### src/shared/mcc_pkg.sv
package mcc_pkg;

	localparam logic [4:0]  CFG_ADDR      = 5'h1e;

	localparam int          BIT_HD_ADV    = 15;
	localparam int          BIT_DET_DIS   = 14;
	localparam int          BIT_RESET     = 13;
	localparam int          BIT_LINK_WARN = 12;
	localparam int          BIT_NON_TRANS = 11;
	localparam int          BIT_FD_ADV    = 10;
	localparam int          BIT_SINGLE    = 9;
	localparam int          BIT_LOW_RATE  = 8;
	localparam int          BIT_FO_PECL   = 7;
	localparam int          BIT_LONG_WL   = 6;
	localparam int          BIT_SHORT_FO  = 5;
	localparam int          BIT_LOW_DRIVE = 4;
	localparam int          BIT_TP_PECL   = 3;
	localparam int          BIT_SHORT_TP  = 2;
	localparam int          BIT_SCR_EN    = 1;
	localparam int          BIT_SCR_RST   = 0;

	localparam logic        RST_HD_ADV    = 1'b0;
	localparam logic        RST_RESET     = 1'b0;
	localparam logic        RST_SCR_RST   = 1'b0;
	localparam logic [15:0] RST_CFG       = 16'h0000;

	localparam logic [10:0] SCR_SEED      = 11'h003;
	localparam int          SCR_TAP_A     = 10;
	localparam int          SCR_TAP_B     = 8;

	localparam int          CLK_PERIOD_NS = 40;
	localparam int          SW_RST_DLY_NS = 3000;
	localparam int          SW_RST_DLY_CYC = (SW_RST_DLY_NS + CLK_PERIOD_NS - 1) / CLK_PERIOD_NS;
	localparam logic [6:0]  SW_RST_DLY_LD = 7'(SW_RST_DLY_CYC);

	typedef enum logic [3:0] {
		ST_LOAD = 4'b0001,
		ST_RUN  = 4'b0010,
		ST_HOLD = 4'b0100,
		ST_WAIT = 4'b1000
	} mcc_state_t;

	typedef struct packed {
		mcc_state_t  st;
		logic [15:0] cfg;
		logic [15:0] rdata;
		logic [10:0] scr;
	} mcc_cfg_state_t;

	typedef struct packed {
		logic       busy;
		logic [6:0] cnt;
	} mcc_tmr_state_t;

endpackage

### src/design/mcc_rst_timer.sv
`timescale 1ns/10ps
module mcc_rst_timer
	import mcc_pkg::*;
(
	input  wire logic clk_sys,
	input  wire logic sys_rst,
	input  wire logic start,
	output logic      busy,
	output logic      done
);

	mcc_tmr_state_t state_ff;
	mcc_tmr_state_t nxt_state;

	// A new start reloads the count, so a repeated reset request restarts the wait
	always_comb begin
		nxt_state = state_ff;
		if (start) begin
			nxt_state.busy = 1'b1;
			nxt_state.cnt  = SW_RST_DLY_LD;
		end else if (state_ff.busy) begin
			nxt_state.cnt = state_ff.cnt - 7'h01;
			if (state_ff.cnt == 7'h01) begin
				nxt_state.busy = 1'b0;
			end
		end
	end

	always_ff @(posedge clk_sys or posedge sys_rst) begin
		if (sys_rst) begin
			state_ff <= '0;
		end else begin
			state_ff <= nxt_state;
		end
	end

	assign busy = state_ff.busy;
	assign done = state_ff.busy && (state_ff.cnt == 7'h01) && !start;
endmodule

### src/design/mcc_config_reg.sv
`timescale 1ns/10ps
module mcc_config_reg
	import mcc_pkg::*;
(
	input  wire logic        clk_sys,
	input  wire logic        sys_rst,
	input  wire logic [4:0]  reg_addr,
	input  wire logic [15:0] reg_wdata,
	input  wire logic        reg_wr,
	input  wire logic        reg_rd,
	output logic      [15:0] reg_rdata,
	input  wire logic        link_warning_strap_pin,
	input  wire logic        duplex_strap_pin,
	input  wire logic        speed_strap_pin,
	input  wire logic        fiber_pecl_strap_pin,
	input  wire logic        copper_pecl_strap_pin,
	output logic             link_warning_active,
	output logic             non_transparent_mode,
	output logic             advertise_full_duplex,
	output logic             advertise_half_duplex,
	output logic             burst_detect_enable,
	output logic             rate_10_enable,
	output logic             rate_100_enable,
	output logic             fiber_pecl_mode,
	output logic             long_wavelength_mode,
	output logic             short_fiber_mode,
	output logic             low_copper_drive_mode,
	output logic             copper_pecl_mode,
	output logic             equalizer_bypass,
	output logic             scrambler_active,
	output logic             scrambler_seed_hold,
	output logic      [10:0] scrambler_state,
	output logic             soft_reset_busy
);

	mcc_cfg_state_t state_ff;
	mcc_cfg_state_t nxt_state;
	logic           wr_hit;
	logic           rd_hit;
	logic           tmr_start;
	logic           tmr_busy;
	logic           tmr_done;
	logic [15:0]    strap_cfg;

	function automatic logic is_cfg_addr(input logic [4:0] addr);
		return addr == CFG_ADDR;
	endfunction

	// Pin levels as they would land in each pin-defaulted field
	always_comb begin
		strap_cfg                = RST_CFG;
		strap_cfg[BIT_HD_ADV]    = RST_HD_ADV;
		strap_cfg[BIT_RESET]     = RST_RESET;
		strap_cfg[BIT_SCR_RST]   = RST_SCR_RST;
		strap_cfg[BIT_LINK_WARN] = link_warning_strap_pin;
		strap_cfg[BIT_NON_TRANS] = duplex_strap_pin;
		strap_cfg[BIT_FD_ADV]    = duplex_strap_pin;
		strap_cfg[BIT_DET_DIS]   = speed_strap_pin;
		strap_cfg[BIT_SINGLE]    = speed_strap_pin;
		strap_cfg[BIT_LOW_RATE]  = speed_strap_pin;
		strap_cfg[BIT_FO_PECL]   = fiber_pecl_strap_pin;
		strap_cfg[BIT_LONG_WL]   = fiber_pecl_strap_pin;
		strap_cfg[BIT_SHORT_FO]  = fiber_pecl_strap_pin;
		strap_cfg[BIT_TP_PECL]   = copper_pecl_strap_pin;
		strap_cfg[BIT_LOW_DRIVE] = copper_pecl_strap_pin;
		strap_cfg[BIT_SHORT_TP]  = copper_pecl_strap_pin;
		strap_cfg[BIT_SCR_EN]    = copper_pecl_strap_pin;
	end

	assign wr_hit    = reg_wr && is_cfg_addr(reg_addr);
	assign rd_hit    = reg_rd && is_cfg_addr(reg_addr);
	assign tmr_start = (state_ff.st == ST_HOLD);

	mcc_rst_timer u_rst_timer (
		.clk_sys (clk_sys),
		.sys_rst (sys_rst),
		.start   (tmr_start),
		.busy    (tmr_busy),
		.done    (tmr_done)
	);

	always_comb begin
		nxt_state = state_ff;
		unique case (state_ff.st)
			ST_LOAD: begin
				// Pins are caught by a clocked load after reset release, never by the reset itself
				nxt_state.cfg = strap_cfg;
				nxt_state.st  = ST_RUN;
			end
			ST_RUN, ST_WAIT: begin
				if (wr_hit) begin
					nxt_state.cfg = reg_wdata;
				end
				if (wr_hit && reg_wdata[BIT_RESET]) begin
					nxt_state.st = ST_HOLD;
				end else if ((state_ff.st == ST_WAIT) && tmr_done) begin
					nxt_state.st = ST_LOAD;
				end
			end
			ST_HOLD: begin
				// Bit reads 1 for one cycle, then the wait starts from its return to 0
				if (wr_hit) begin
					nxt_state.cfg = reg_wdata;
				end
				nxt_state.cfg[BIT_RESET] = 1'b0;
				nxt_state.st             = ST_WAIT;
			end
			default: begin
				nxt_state.st = ST_LOAD;
			end
		endcase

		nxt_state.rdata = 16'h0000;
		if (rd_hit) begin
			nxt_state.rdata = state_ff.cfg;
		end

		if (state_ff.cfg[BIT_SCR_RST]) begin
			nxt_state.scr = SCR_SEED;
		end else if (state_ff.cfg[BIT_SCR_EN]) begin
			nxt_state.scr = {state_ff.scr[9:0], state_ff.scr[SCR_TAP_A] ^ state_ff.scr[SCR_TAP_B]};
		end
	end

	always_ff @(posedge clk_sys or posedge sys_rst) begin
		if (sys_rst) begin
			state_ff.st    <= ST_LOAD;
			state_ff.cfg   <= RST_CFG;
			state_ff.rdata <= 16'h0000;
			state_ff.scr   <= SCR_SEED;
		end else begin
			state_ff <= nxt_state;
		end
	end

	assign reg_rdata = state_ff.rdata;

	assign link_warning_active = state_ff.cfg[BIT_LINK_WARN];
	assign non_transparent_mode = state_ff.cfg[BIT_NON_TRANS];

	// Advertise bits have opposite senses; both are dead in transparent mode
	assign advertise_full_duplex = state_ff.cfg[BIT_NON_TRANS] && !state_ff.cfg[BIT_FD_ADV];
	assign advertise_half_duplex = state_ff.cfg[BIT_NON_TRANS] && state_ff.cfg[BIT_HD_ADV];

	assign burst_detect_enable = !state_ff.cfg[BIT_DET_DIS];

	assign rate_10_enable  = !state_ff.cfg[BIT_SINGLE] || state_ff.cfg[BIT_LOW_RATE];
	assign rate_100_enable = !state_ff.cfg[BIT_SINGLE] || !state_ff.cfg[BIT_LOW_RATE];

	assign fiber_pecl_mode = state_ff.cfg[BIT_FO_PECL];
	assign long_wavelength_mode = state_ff.cfg[BIT_LONG_WL] && !state_ff.cfg[BIT_FO_PECL]
		&& !state_ff.cfg[BIT_SHORT_FO];
	assign short_fiber_mode = state_ff.cfg[BIT_SHORT_FO] && !state_ff.cfg[BIT_FO_PECL];

	assign copper_pecl_mode = state_ff.cfg[BIT_TP_PECL];
	assign low_copper_drive_mode = state_ff.cfg[BIT_LOW_DRIVE] && !state_ff.cfg[BIT_TP_PECL];
	assign equalizer_bypass = state_ff.cfg[BIT_SHORT_TP] && !state_ff.cfg[BIT_TP_PECL];

	assign scrambler_active    = state_ff.cfg[BIT_SCR_EN];
	assign scrambler_seed_hold = state_ff.cfg[BIT_SCR_RST];
	assign scrambler_state     = state_ff.scr;

	// Busy covers the whole gap so the analog side can tell a reload is pending
	assign soft_reset_busy = (state_ff.st != ST_RUN);

	localparam int A_RST_DLY = 76;
endmodule

### config.mk
export PLATFORM = sky130hd
export DESIGN_NAME = mcc_config_reg
export DESIGN_NICKNAME = d
export VERILOG_FILES = /design/src/shared/mcc_pkg.sv /design/src/design/mcc_rst_timer.sv /design/src/design/mcc_config_reg.sv
export SDC_FILE = /design/constraint.sdc
export NUM_CORES = 1
export LEC_CHECK = 0
export BUFFER_PORTS_ARGS = -buffer_cell sky130_fd_sc_hd__buf_2
export CORE_ASPECT_RATIO = 0.7
export CORE_MARGIN = 1.5
export CORE_UTILIZATION = 45
export CTS_CLUSTER_DIAMETER = 120
export CTS_CLUSTER_SIZE = 24
export DETAILED_ROUTE_END_ITERATION = 6
export PLACE_DENSITY = 0.76
export SLEW_MARGIN = 20
export SYNTH_ARGS = -nofsm -noshare
export SYNTH_HDL_FRONTEND = slang
export SYNTH_HIERARCHICAL = 1
export SYNTH_SLANG_ARGS = --single-unit
### constraint.sdc
create_clock -name clk_sys -period 1.92 [get_ports clk_sys]
set_input_delay 0.384 -clock clk_sys [delete_from_list [all_inputs] [get_ports clk_sys]]
set_output_delay 0.384 -clock clk_sys [all_outputs]
set_load 0.01 [all_outputs]
==> results of run 1 <==
==> power by group through the flow <==
stage	Sequential, mW	Clock [mW]	Combinational, mW
floorplan	1.77	0	1.25
global placement	1.87	0	1.43
detailed placement	1.88	0	1.47
CTS	1.86	0.641	1.48
global route	1.91	0.696	1.64
finish	1.86	0.618	1.46
==> per-stage QoR <==
stage	cell area, µm²	setup WS (ns)
4_1_cts	3012	0.1481
2_1_floorplan	2673	0.01869
3_5_place_dp	2928	0.1849
3_3_place_gp	2928	0.2385
6_report	3012	0.1595
5_1_grt	3012	0.03160
==> registers in the layout, indices dropped and copies added, names as in the netlist <==
signal                cells
copper_pecl_mode          1
fiber_pecl_mode           1
link_warning_active       1
non_transparent_mode      1
reg_rdata                16
scrambler_active          1
scrambler_seed_hold       1
scrambler_state          11
state_ff                 14
u_rst_timer/busy          1
u_rst_timer/state_ff      7
==> layout by cell type (no fill, tap or decap), types with 2 or more instances in the layout <==
master / n
sky130_fd_sc_hd__nand4b_1: 2
sky130_fd_sc_hd__clkbuf_8: 5
sky130_fd_sc_hd__nor2_1: 19
sky130_fd_sc_hd__and3_1: 5
sky130_fd_sc_hd__nor2b_1: 5
sky130_fd_sc_hd__nor3b_1: 3
sky130_fd_sc_hd__nand3_1: 6
sky130_fd_sc_hd__inv_1: 8
sky130_fd_sc_hd__buf_2: 72
sky130_fd_sc_hd__a221o_1: 12
sky130_fd_sc_hd__ha_1: 2
sky130_fd_sc_hd__buf_4: 7
sky130_fd_sc_hd__o21ai_1: 3
sky130_fd_sc_hd__dfrtp_1: 52
sky130_fd_sc_hd__o21ai_0: 5
sky130_fd_sc_hd__a21o_1: 4
sky130_fd_sc_hd__nand2_1: 7
sky130_fd_sc_hd__dfstp_2: 3
sky130_fd_sc_hd__a21oi_1: 4
sky130_fd_sc_hd__xnor2_1: 5
sky130_fd_sc_hd__and2_1: 17
sky130_fd_sc_hd__clkbuf_1: 2
sky130_fd_sc_hd__nand2b_1: 6
sky130_fd_sc_hd__mux2i_1: 9
==> path summary, 6_finish.rpt <==
check	start	endpoint	slack [ns]
worst max-delay path	state_ff[43]$_DFFE_PP1P_	soft_reset_busy	0.16
worst min-delay path	sys_rst	u_rst_timer/state_ff[5]$_DFFE_PP0P_	0.03
worst max register to register	state_ff[44]$_DFFE_PP0P_	state_ff[46]$_DFFE_PP0P_	0.17
worst min register to register	state_ff[40]$_DFFE_PP0P_	state_ff[40]$_DFFE_PP0P_	0.48
max in group asynchronous	sys_rst	state_ff[43]$_DFFE_PP1P_	1.25
min in group clk_sys	reg_wdata[15]	state_ff[42]$_DFFE_PP0N_	0.31
==> layer usage <==
layer	GRT usage, %	part of all wire, %	vias to the layer above
li1	-	-	880
met5	0	0	-
met1	25.30	51	862
met3	3.829	6.3	5
met2	24.38	43	57
met4	3.918	0.49	0
==> area by class of cell <==
| class | instances | share of cell area [%] |
|---|---|---|
| Inverter | 9 | 1.122 |
| Tap cell | 75 | 3.116 |
| Timing Repair Buffer | 80 | 14.37 |
| Clock inverter | 1 | 0.2493 |
| Clock buffer | 7 | 2.534 |
| Sequential cell | 55 | 45.82 |
| Multi-Input combinational cell | 136 | 32.78 |
==> cells by family after synthesis <==
| group | count (synthesis) | synth area share [%] |
|---|---|---|
| flops | 55 | 51.64 |
| xor+xnor | 7 | 2.575 |
| mux | 9 | 3.371 |
| fa+ha+maj | 2 | 0.9362 |
| buf+inv | 47 | 11.42 |
| compound gates | 37 | 11.52 |
| simple gates | 81 | 18.54 |
==> impl_summary.txt, run 1 <==
----------------------------------------------------
[Clocking]
  Number of buffers inserted by hold repair at cts ... 0
  Quantity of gates resized following cts ... 0
  Number of buffers between clock root and the deepest sink ... 2
  CTS tree ... yes
  Clock-pin slew on the worst setup and hold paths ... 0.10 ns
  Post CTS Setup Buffer Count ... 0
  Number of buffers created by CTS ... 5
  Clock latency on the worst-skew pair ... 0.30 ns
  Root Buffer Master ... sky130_fd_sc_hd__clkbuf_8
  Clock sinks ... 55
  H-tree Lvls ... 2

[STA]
  Actual transition at the worst max-transition pin ... 0.4975 ns
  Total negative slack ... 0 ns
  Final setup vio count ... 0
  Minimum clock period after layout ... 1.760 ns
  Tightest hold margin ... 0.02738 ns
  Portion of the clock cycle consumed by the worst path in the final layout ... 91.69%
  Endpoints failing hold ... 0
  Final setup skew ... 0.007422 ns
  Tightest slew margin relative to the limit ... 66.83%
  Max-slew violation count ... 0
  Setup repair after global routing missed its margin ... no
  FMAX ... 568.0 MHz

[Power and ir drop]
  Power Dens Cells ... 1309 mW/mm²
  Net switching power figure ... 1.456 mW
  Sequential share of power ... 47.2%
  Combinational group share of total power ... 37.2%
  Clk network pwr share ... 15.7%
  Internal Power ... 2.486 mW
  IR Drop Worst-Case VDD ... 0.6277 mV
  Lkg Pwr ... 1.595 nW
  Total power draw ... 3.942 mW
  Switching power share of the total ... 36.94%

[Layout]
  Antenna diodes ... 0
  Number of standard cells in the final layout excluding fillers ... 363
  End-of-flow core utilization ... 52.59%
  Filler Cell Count ... 523
  NumNets Final ... 319
  Footprint of the multi-input gates ... 987.2 µm²
  Area growth, synth to finish ... 12.69%
  Fraction of layout cells with a size suffix above 1 ... 34.72%
  Sequential cell area ... 0.001380 mm²

[Worst setup path]
  Kind of cell adding the most delay to the critical path ... flip-flops
  WP buf/inv ... 2
  Worst path depth ... 3
  Kind of critical path ... flop to output port
  CP max FO ... 10
  CP required ... 1.54 ns
  Cell-by-cell listing of the critical path ... inv_1 > nand3_1 > buf_2
  Largest stage delay on the critical path ... 0.63 ns
  CP Data Arrival Time ... 1.38 ns
  Slowest cell on the critical path ... sky130_fd_sc_hd__dfstp_2
  Cells on worst reg2reg path ... 6
  Type of origin of the critical path ... flop
  CP Capture Type ... output port

[Floorplan]
  Die Area ... 0.006418 mm²
  Effective utilization at floorplan ... 46.67%
  Placeable core area ... 0.005727 mm²
  Die height ... 67.48 µm
  Number of placement rows ... 23
  Number of top-level design ports ... 73
  Horizontal die dimension ... 95.11 µm

[Routing]
  DRC ... 0
  Routed length per instance ... 14.52 µm
  Mean number of vias per cell ... 4.970
  DR pass1 iterations ... 4
  Final antenna-violating net count ... 0
  Post-detailed-routing wire length ... 5269 µm
  Vias after detailed routing ... 1804
  Iteration-0 DRC Markers ... 89

[Placed design]
  Weighted congestion reported at the end of routability-driven placement ... 0.8144
  Count of port buffers added during placement ... 72
  # placed instances ... 355
  DP Wirelength ... 3979 µm

[Global route]
  Antenna violations before repair ... 0
  First-pass GRT wire length ... 8114 µm
  Number of global-route vias before repair ... 1632
  GRT Util Overall ... 16.81%
  GR Overflow Total ... 0
  Maximum number of pins on one net before global-route repair ... 27

[Logic synthesis]
  Post-synthesis sequential element count ... 55
  Synth unique cells ... 46
  Top post-synthesis cells by count ... sky130_fd_sc_hd__dfrtp_1 (52), sky130_fd_sc_hd__buf_4 (27), sky130_fd_sc_hd__nor2_1 (19)
  Mean area per synthesized cell ... 11.23 µm²
  Main synth FF type ... sky130_fd_sc_hd__dfrtp_1
  Top cells by area, synth ... sky130_fd_sc_hd__dfrtp_1 (49%), sky130_fd_sc_hd__buf_4 (7.6%), sky130_fd_sc_hd__a221o_1 (4.5%), sky130_fd_sc_hd__and2_1 (4.0%), sky130_fd_sc_hd__mux2i_1 (3.4%)
  EDFF count, synth ... 0
  Share of synthesized flip-flops with an asynchronous set or reset ... 100.0%
  Share of the yosys chip area belonging to registers ... 51.64%
  Number of nets in the synthesized netlist ... 270
  Synth warnings ... 6
  Dominant cell type by area after synthesis ... sky130_fd_sc_hd__dfrtp_1
  Top-area cell type share of the netlist area ... 48.69%
  Cell count after synthesis ... 238
  Most used standard cell by instance count after synthesis ... sky130_fd_sc_hd__dfrtp_1
  Netlist Area Pre-Place ... 0.002673 mm²

[Flow run]
  Count of maximum capacitance violations ... 0

[Hold path]
  Kind of path behind the tightest hold check ... input port to async pin

[Outcome]
  Result of the run ... finished, final reports clean

----------------------------------------------------
Note: power is estimated with default switching activity, not from simulation.
==> inputs of run 2 (changes only) <==
--- a/config.mk
+++ b/config.mk
@@ -13,6 +13,7 @@
 export CTS_CLUSTER_SIZE = 24
 export DETAILED_ROUTE_END_ITERATION = 6
 export PLACE_DENSITY = 0.76
+export SETUP_SLACK_MARGIN = 0.3
 export SLEW_MARGIN = 20
 export SYNTH_ARGS = -nofsm -noshare
 export SYNTH_HDL_FRONTEND = slang
==> impl_summary.txt, run 2 (same netlist as run 1, synthesis figures left out) <==
----------------------------------------------------
[Outcome]
  Result of the run ... finished, final reports clean

[Layout]
  Most frequent standard cell in the layout excluding fill and tap cells ... sky130_fd_sc_hd__buf_2
  Fraction of layout cells with a size suffix above 1 ... 41.25%
  Post-route cell area ... 0.003191 mm²
  NumNets Final ... 334
  Number of standard cells in the final layout excluding fillers ... 378
  Commonest cells after routing, fill and taps aside ... sky130_fd_sc_hd__buf_2 (72), sky130_fd_sc_hd__dfrtp_1 (50), sky130_fd_sc_hd__nor2_1 (19)
  Area growth, synth to finish ... 19.38%
  Largest register FFs ... 16
  Antenna diodes ... 0

[STA]
  Final setup skew ... 0.007766 ns
  Total negative slack ... 0 ns
  Portion of the clock cycle consumed by the worst path in the final layout ... 85.84%
  Actual transition at the worst max-transition pin ... 0.4973 ns
  Minimum clock period after layout ... 1.648 ns
  Setup repair after global routing missed its margin ... yes
  FMAX ... 606.7 MHz
  Endpoints failing hold ... 0
  Max-slew violation count ... 0
  Tightest slew margin relative to the limit ... 66.85%
  Final critical-path setup slack ... 0.2718 ns
  Final setup vio count ... 0

[Worst setup path]
  CP max FO ... 13
  Cell-by-cell listing of the critical path ... buf_4 > o21ai_4 > o211a_4 > a21boi_4 > buf_12 > a221o_1
  Largest stage delay on the critical path ... 0.49 ns
  Worst reg-to-reg setup slack ... 0.27 ns
  CP Capture Type ... flop
  CP Data Arrival Time ... 1.83 ns
  CP required ... 2.10 ns
  Type of origin of the critical path ... flop
  Slowest cell on the critical path ... sky130_fd_sc_hd__dfrtp_2
  Kind of critical path ... flop to flop

[Global route]
  GR Overflow Total ... 0
  GRT Util Overall ... 17.22%
  Antenna violations before repair ... 0
  First-pass GRT wire length ... 8369 µm
  Number of global-route vias before repair ... 1682
  Maximum number of pins on one net before global-route repair ... 28

[Placed design]
  DP Wirelength ... 3926 µm
  Placed Instance Area ... 0.002913 mm²
  Count of port buffers added during placement ... 72
  Post-placement setup slack ... 0.1802 ns
  Weighted congestion reported at the end of routability-driven placement ... 0.7919
  # placed instances ... 353

[Routing]
  Iteration-0 DRC Markers ... 57
  Mean number of vias per cell ... 5.058
  Vias after detailed routing ... 1912
  Routed length per instance ... 15.02 µm
  Post-detailed-routing wire length ... 5677 µm
  DRC ... 0
  Final antenna-violating net count ... 0
  DR pass1 iterations ... 5

[Flow run]
  Count of maximum capacitance violations ... 0

[Floorplan]
  Number of placement rows ... 23
  Die Area ... 0.006418 mm²
  Effective utilization at floorplan ... 46.67%
  Die height ... 67.48 µm
  Placeable core area ... 0.005727 mm²
  Horizontal die dimension ... 95.11 µm
  Number of top-level design ports ... 73

[Power and ir drop]
  Internal Power ... 2.675 mW
  Power Dens Cells ... 1325 mW/mm²
  Clk network pwr share ... 14.6%
  Combinational group share of total power ... 41.4%
  Lkg Pwr ... 1.682 nW
  Switching power share of the total ... 36.75%
  Net switching power figure ... 1.554 mW
  IR Drop Worst-Case VDD ... 0.4576 mV
  Sequential share of power ... 43.9%

[Clocking]
  H-tree Lvls ... 2
  Number of buffers inserted by hold repair at cts ... 0
  Root Buffer Master ... sky130_fd_sc_hd__clkbuf_8
  Number of buffers between clock root and the deepest sink ... 2
  Clock latency on the worst-skew pair ... 0.30 ns
  Clock sinks ... 55
  Number of buffers created by CTS ... 5
  Clock-pin slew on the worst setup and hold paths ... 0.10 ns
  CTS tree ... yes

[Hold path]
  Kind of path behind the tightest hold check ... input port to async pin

----------------------------------------------------
run 2: cell count changes in the layout (fill, tap and decap cells not counted), moves of 2 or more:
cell,before,now
sky130_fd_sc_hd__buf_6,0,3
sky130_fd_sc_hd__dfrtp_2,0,2
sky130_fd_sc_hd__dfrtp_1,52,50
sky130_fd_sc_hd__buf_4,7,18
run 2: final timing paths:
check,start,to,cells after the start
min in group clk_sys,reg_wdata[1],scrambler_active$_DFFE_PP0N_,2
hold / removal,sys_rst,u_rst_timer/state_ff[0]$_DFFE_PP0P_,2
max in group asynchronous,sys_rst,state_ff[45]$_DFFE_PP0P_,3
setup / recovery,state_ff[44]$_DFFE_PP0P_,state_ff[37]$_DFFE_PP0N_,6
setup reg to reg,state_ff[44]$_DFFE_PP0P_,state_ff[37]$_DFFE_PP0N_,6
hold reg to reg,state_ff[40]$_DFFE_PP0P_,state_ff[40]$_DFFE_PP0P_,1
run 2: per-layer routing:
| layer | global-route usage (%) | wire length [µm] |
|---|---|---|
| met3 | 4.279 | 343 |
| met5 | 0 | 0 |
| met4 | 5.597 | 69 |
| met1 | 25.88 | 2711 |
| met2 | 24.02 | 2554 |
run 2: timing repair:
action	4_1_cts	5_1_grt
resized for setup	3	10
buffers inserted	7	10
pin swaps	2	5
setup endpoints to repair	16	18
run 2: cell type report:
class                           count  area [µm²]
Fill cell                         491        2536
Sequential cell                    55        1383
Multi-Input combinational cell    136        1026
Timing Repair Buffer               95       569.3
Tap cell                           75       93.84
Clock buffer                        6       72.57
Inverter                            9       33.78
Clock inverter                      2       12.51
run 2: power groups by stage:
stage	clock (mW)	sequential (mW)	combinational, mW
floorplan	0	1.77	1.25
global placement	0	1.89	1.40
detailed placement	0	1.91	1.45
CTS	0.646	1.85	1.55
global route	0.699	1.91	1.92
finish	0.619	1.86	1.75
run 2: critical path, delay by kind of cell, from the launching register on:
family,cells,cell delay [ns]
buffers and inverters,2,0.31
AOI/OAI and AO/OA,4,0.72
DFF,1,0.49
run 2: stage by stage:
step / hold slack (ns) / total power, mW / util, %
6_report: 0.03220 / 4.229 / 55.71
5_1_grt: 0.05138 / 4.527 / 55.71
4_1_cts: 0.04252 / 4.045 / 53.38
3_5_place_dp: 0.3716 / 3.355 / 50.86
3_3_place_gp: 0.3658 / 3.295 / 50.86
2_1_floorplan: 0.1997 / 3.016 / -
==> inputs of run 3 (changes only) <==
--- a/config.mk
+++ b/config.mk
@@ -13,6 +13,7 @@
 export CTS_CLUSTER_SIZE = 24
 export DETAILED_ROUTE_END_ITERATION = 6
 export PLACE_DENSITY = 0.76
+export REMOVE_ABC_BUFFERS = 1
 export SETUP_SLACK_MARGIN = 0.3
 export SLEW_MARGIN = 20
 export SYNTH_ARGS = -nofsm -noshare
==> impl_summary.txt, run 3 (same netlist as run 1, synthesis figures left out) <==
----------------------------------------------------
[Routing]
  Iteration-0 DRC Markers ... 79
  Final antenna-violating net count ... 0
  Mean number of vias per cell ... 4.997
  Vias after detailed routing ... 1859
  DRC ... 0
  DR pass1 iterations ... 4
  Post-detailed-routing wire length ... 5494 µm
  Routed length per instance ... 14.77 µm

[Outcome]
  Result of the run ... finished, final reports clean

[Floorplan]
  Horizontal die dimension ... 95.11 µm
  Die Area ... 0.006418 mm²
  Number of top-level design ports ... 73
  Die height ... 67.48 µm
  Effective utilization at floorplan ... 46.67%
  Number of placement rows ... 23
  Placeable core area ... 0.005727 mm²

[STA]
  Endpoints failing hold ... 0
  Tightest slew margin relative to the limit ... 67.28%
  FMAX ... 601.2 MHz
  Minimum clock period after layout ... 1.663 ns
  Setup repair after global routing missed its margin ... yes
  Final setup vio count ... 0
  Actual transition at the worst max-transition pin ... 0.4908 ns
  Final setup skew ... 0.01537 ns
  Total negative slack ... 0 ns
  Max-slew violation count ... 0
  Portion of the clock cycle consumed by the worst path in the final layout ... 86.64%
  Final critical-path setup slack ... 0.2565 ns

[Layout]
  Area growth, synth to finish ... 16.85%
  Number of standard cells in the final layout excluding fillers ... 372
  End-of-flow core utilization ... 54.53%
  Most frequent standard cell in the layout excluding fill and tap cells ... sky130_fd_sc_hd__buf_2
  Largest register FFs ... 16
  Commonest cells after routing, fill and taps aside ... sky130_fd_sc_hd__buf_2 (71), sky130_fd_sc_hd__dfrtp_1 (48), sky130_fd_sc_hd__nor2_1 (18)
  Filler Cell Count ... 529
  NumNets Final ... 328
  Fraction of layout cells with a size suffix above 1 ... 40.74%
  Post-route cell area ... 0.003123 mm²
  Antenna diodes ... 0

[Worst setup path]
  CP Data Arrival Time ... 1.28 ns
  Worst reg-to-reg setup slack ... 0.31 ns
  Slowest cell on the critical path ... sky130_fd_sc_hd__dfrtp_2
  CP required ... 1.54 ns
  WP buf/inv ... 2
  Kind of cell adding the most delay to the critical path ... flip-flops
  Largest stage delay on the critical path ... 0.44 ns
  CP max FO ... 4
  Type of origin of the critical path ... flop
  Cell-by-cell listing of the critical path ... buf_4 > nor2_4 > nand3_2 > buf_6
  Kind of critical path ... flop to output port
  CP Capture Type ... output port

[Flow run]
  Count of maximum capacitance violations ... 0

[Placed design]
  # placed instances ... 354
  Placed Instance Area ... 0.002908 mm²
  DP Wirelength ... 3905 µm
  Count of port buffers added during placement ... 72
  Post-placement setup slack ... 0.1326 ns
  Weighted congestion reported at the end of routability-driven placement ... 0.8830

[Global route]
  First-pass GRT wire length ... 8335 µm
  Number of global-route vias before repair ... 1717
  Met1 track demand over resource in global routing ... 24.09%
  Met2 track demand over resource ... 26.24%
  Antenna violations before repair ... 0
  GR Overflow Total ... 0
  Most Used Layer, Global Route ... met2
  GRT met3 Usage ... 3.604%
  GRT Util Overall ... 17.42%
  Maximum number of pins on one net before global-route repair ... 20

[Power and ir drop]
  Lkg Pwr ... 1.650 nW
  Net switching power figure ... 1.492 mW
  Internal Power ... 2.552 mW
  Sequential share of power ... 47.0%
  IR Drop Worst-Case VDD ... 0.7447 mV
  Power Dens Cells ... 1295 mW/mm²
  Clk network pwr share ... 16.1%
  Switching power share of the total ... 36.89%
  Combinational group share of total power ... 36.9%

[Clocking]
  Clock latency on the worst-skew pair ... 0.31 ns
  Number of buffers inserted by hold repair at cts ... 0
  Root Buffer Master ... sky130_fd_sc_hd__clkbuf_8
  Clock sinks ... 55
  Number of buffers between clock root and the deepest sink ... 2
  Clock-pin slew on the worst setup and hold paths ... 0.09 ns
  Number of buffers created by CTS ... 5
  CTS tree ... yes
  H-tree Lvls ... 2

[Hold path]
  Kind of path behind the tightest hold check ... input port to async pin

----------------------------------------------------
## run 3: cell count changes in the layout (fill, tap and decap cells not counted), moves of 2 or more
cell	previous run	this run
sky130_fd_sc_hd__buf_12	2	0
sky130_fd_sc_hd__dfrtp_1	50	48
sky130_fd_sc_hd__buf_4	18	15
sky130_fd_sc_hd__dfrtp_2	2	4
## run 3: per-stage QoR
step           total power, mW  hold slack [ns]
3_3_place_gp             3.273           0.3653
2_1_floorplan            2.801           0.1997
3_5_place_dp             3.311           0.3663
5_1_grt                  4.331          0.06213
4_1_cts                  4.024          0.04019
6_report                 4.044          0.04566
## run 3: worst paths after layout
check,startpoint,endpoint,depth (start not counted)
min in group clk_sys,reg_wdata[1],scrambler_active$_DFFE_PP0N_,2
max in group asynchronous,sys_rst,state_ff[44]$_DFFE_PP0P_,3
hold / removal,sys_rst,u_rst_timer/state_ff[3]$_DFFE_PP0P_,2
setup reg to reg,state_ff[45]$_DFFE_PP0P_,state_ff[37]$_DFFE_PP0N_,5
setup / recovery,state_ff[45]$_DFFE_PP0P_,soft_reset_busy,4
hold reg to reg,state_ff[40]$_DFFE_PP0P_,state_ff[40]$_DFFE_PP0P_,1
## run 3: metal layers
metal,vias up,share of wire [%]
met2,62,46
met1,889,46
li1,902,-
met3,6,6.5
met5,-,0
met4,0,1.6
## run 3: layout make-up
class	count	area [µm²]	share of cell area, %
multi-input cells	136	1017	32.57
flip-flops and latches	55	1385	44.35
well taps	75	93.84	3.005
clock buffers	5	68.82	2.204
clock inverters	3	22.52	0.7212
repair buffers	89	501.7	16.07
inverters	9	33.78	1.082
## run 3: what timing repair did
| item | 4_1_cts | 5_1_grt |
|---|---|---|
| pin swaps | 1 | 3 |
| setup endpoints to repair | 15 | 16 |
| endpoints found under the hold margin | 0 | 0 |
| gates resized for setup | 4 | 11 |
| buffers inserted | 4 | 6 |
## run 3: power groups by stage
stage               Combinational, mW  Clock [mW]  Sequential [mW]
floorplan                       0.883           0             1.92
global placement                 1.35           0             1.92
detailed placement               1.38           0             1.93
CTS                              1.46       0.666             1.90
global route                     1.67       0.705             1.96
finish                           1.49       0.649             1.90
## run 3: worst register-to-register path, cell delays in order, from the launching register on
cell,delay (ns)
sky130_fd_sc_hd__dfrtp_2,0.44
sky130_fd_sc_hd__buf_4,0.17
sky130_fd_sc_hd__xor2_2,0.16
sky130_fd_sc_hd__o211a_4,0.26
sky130_fd_sc_hd__a21boi_4,0.33
sky130_fd_sc_hd__a221o_1,0.22
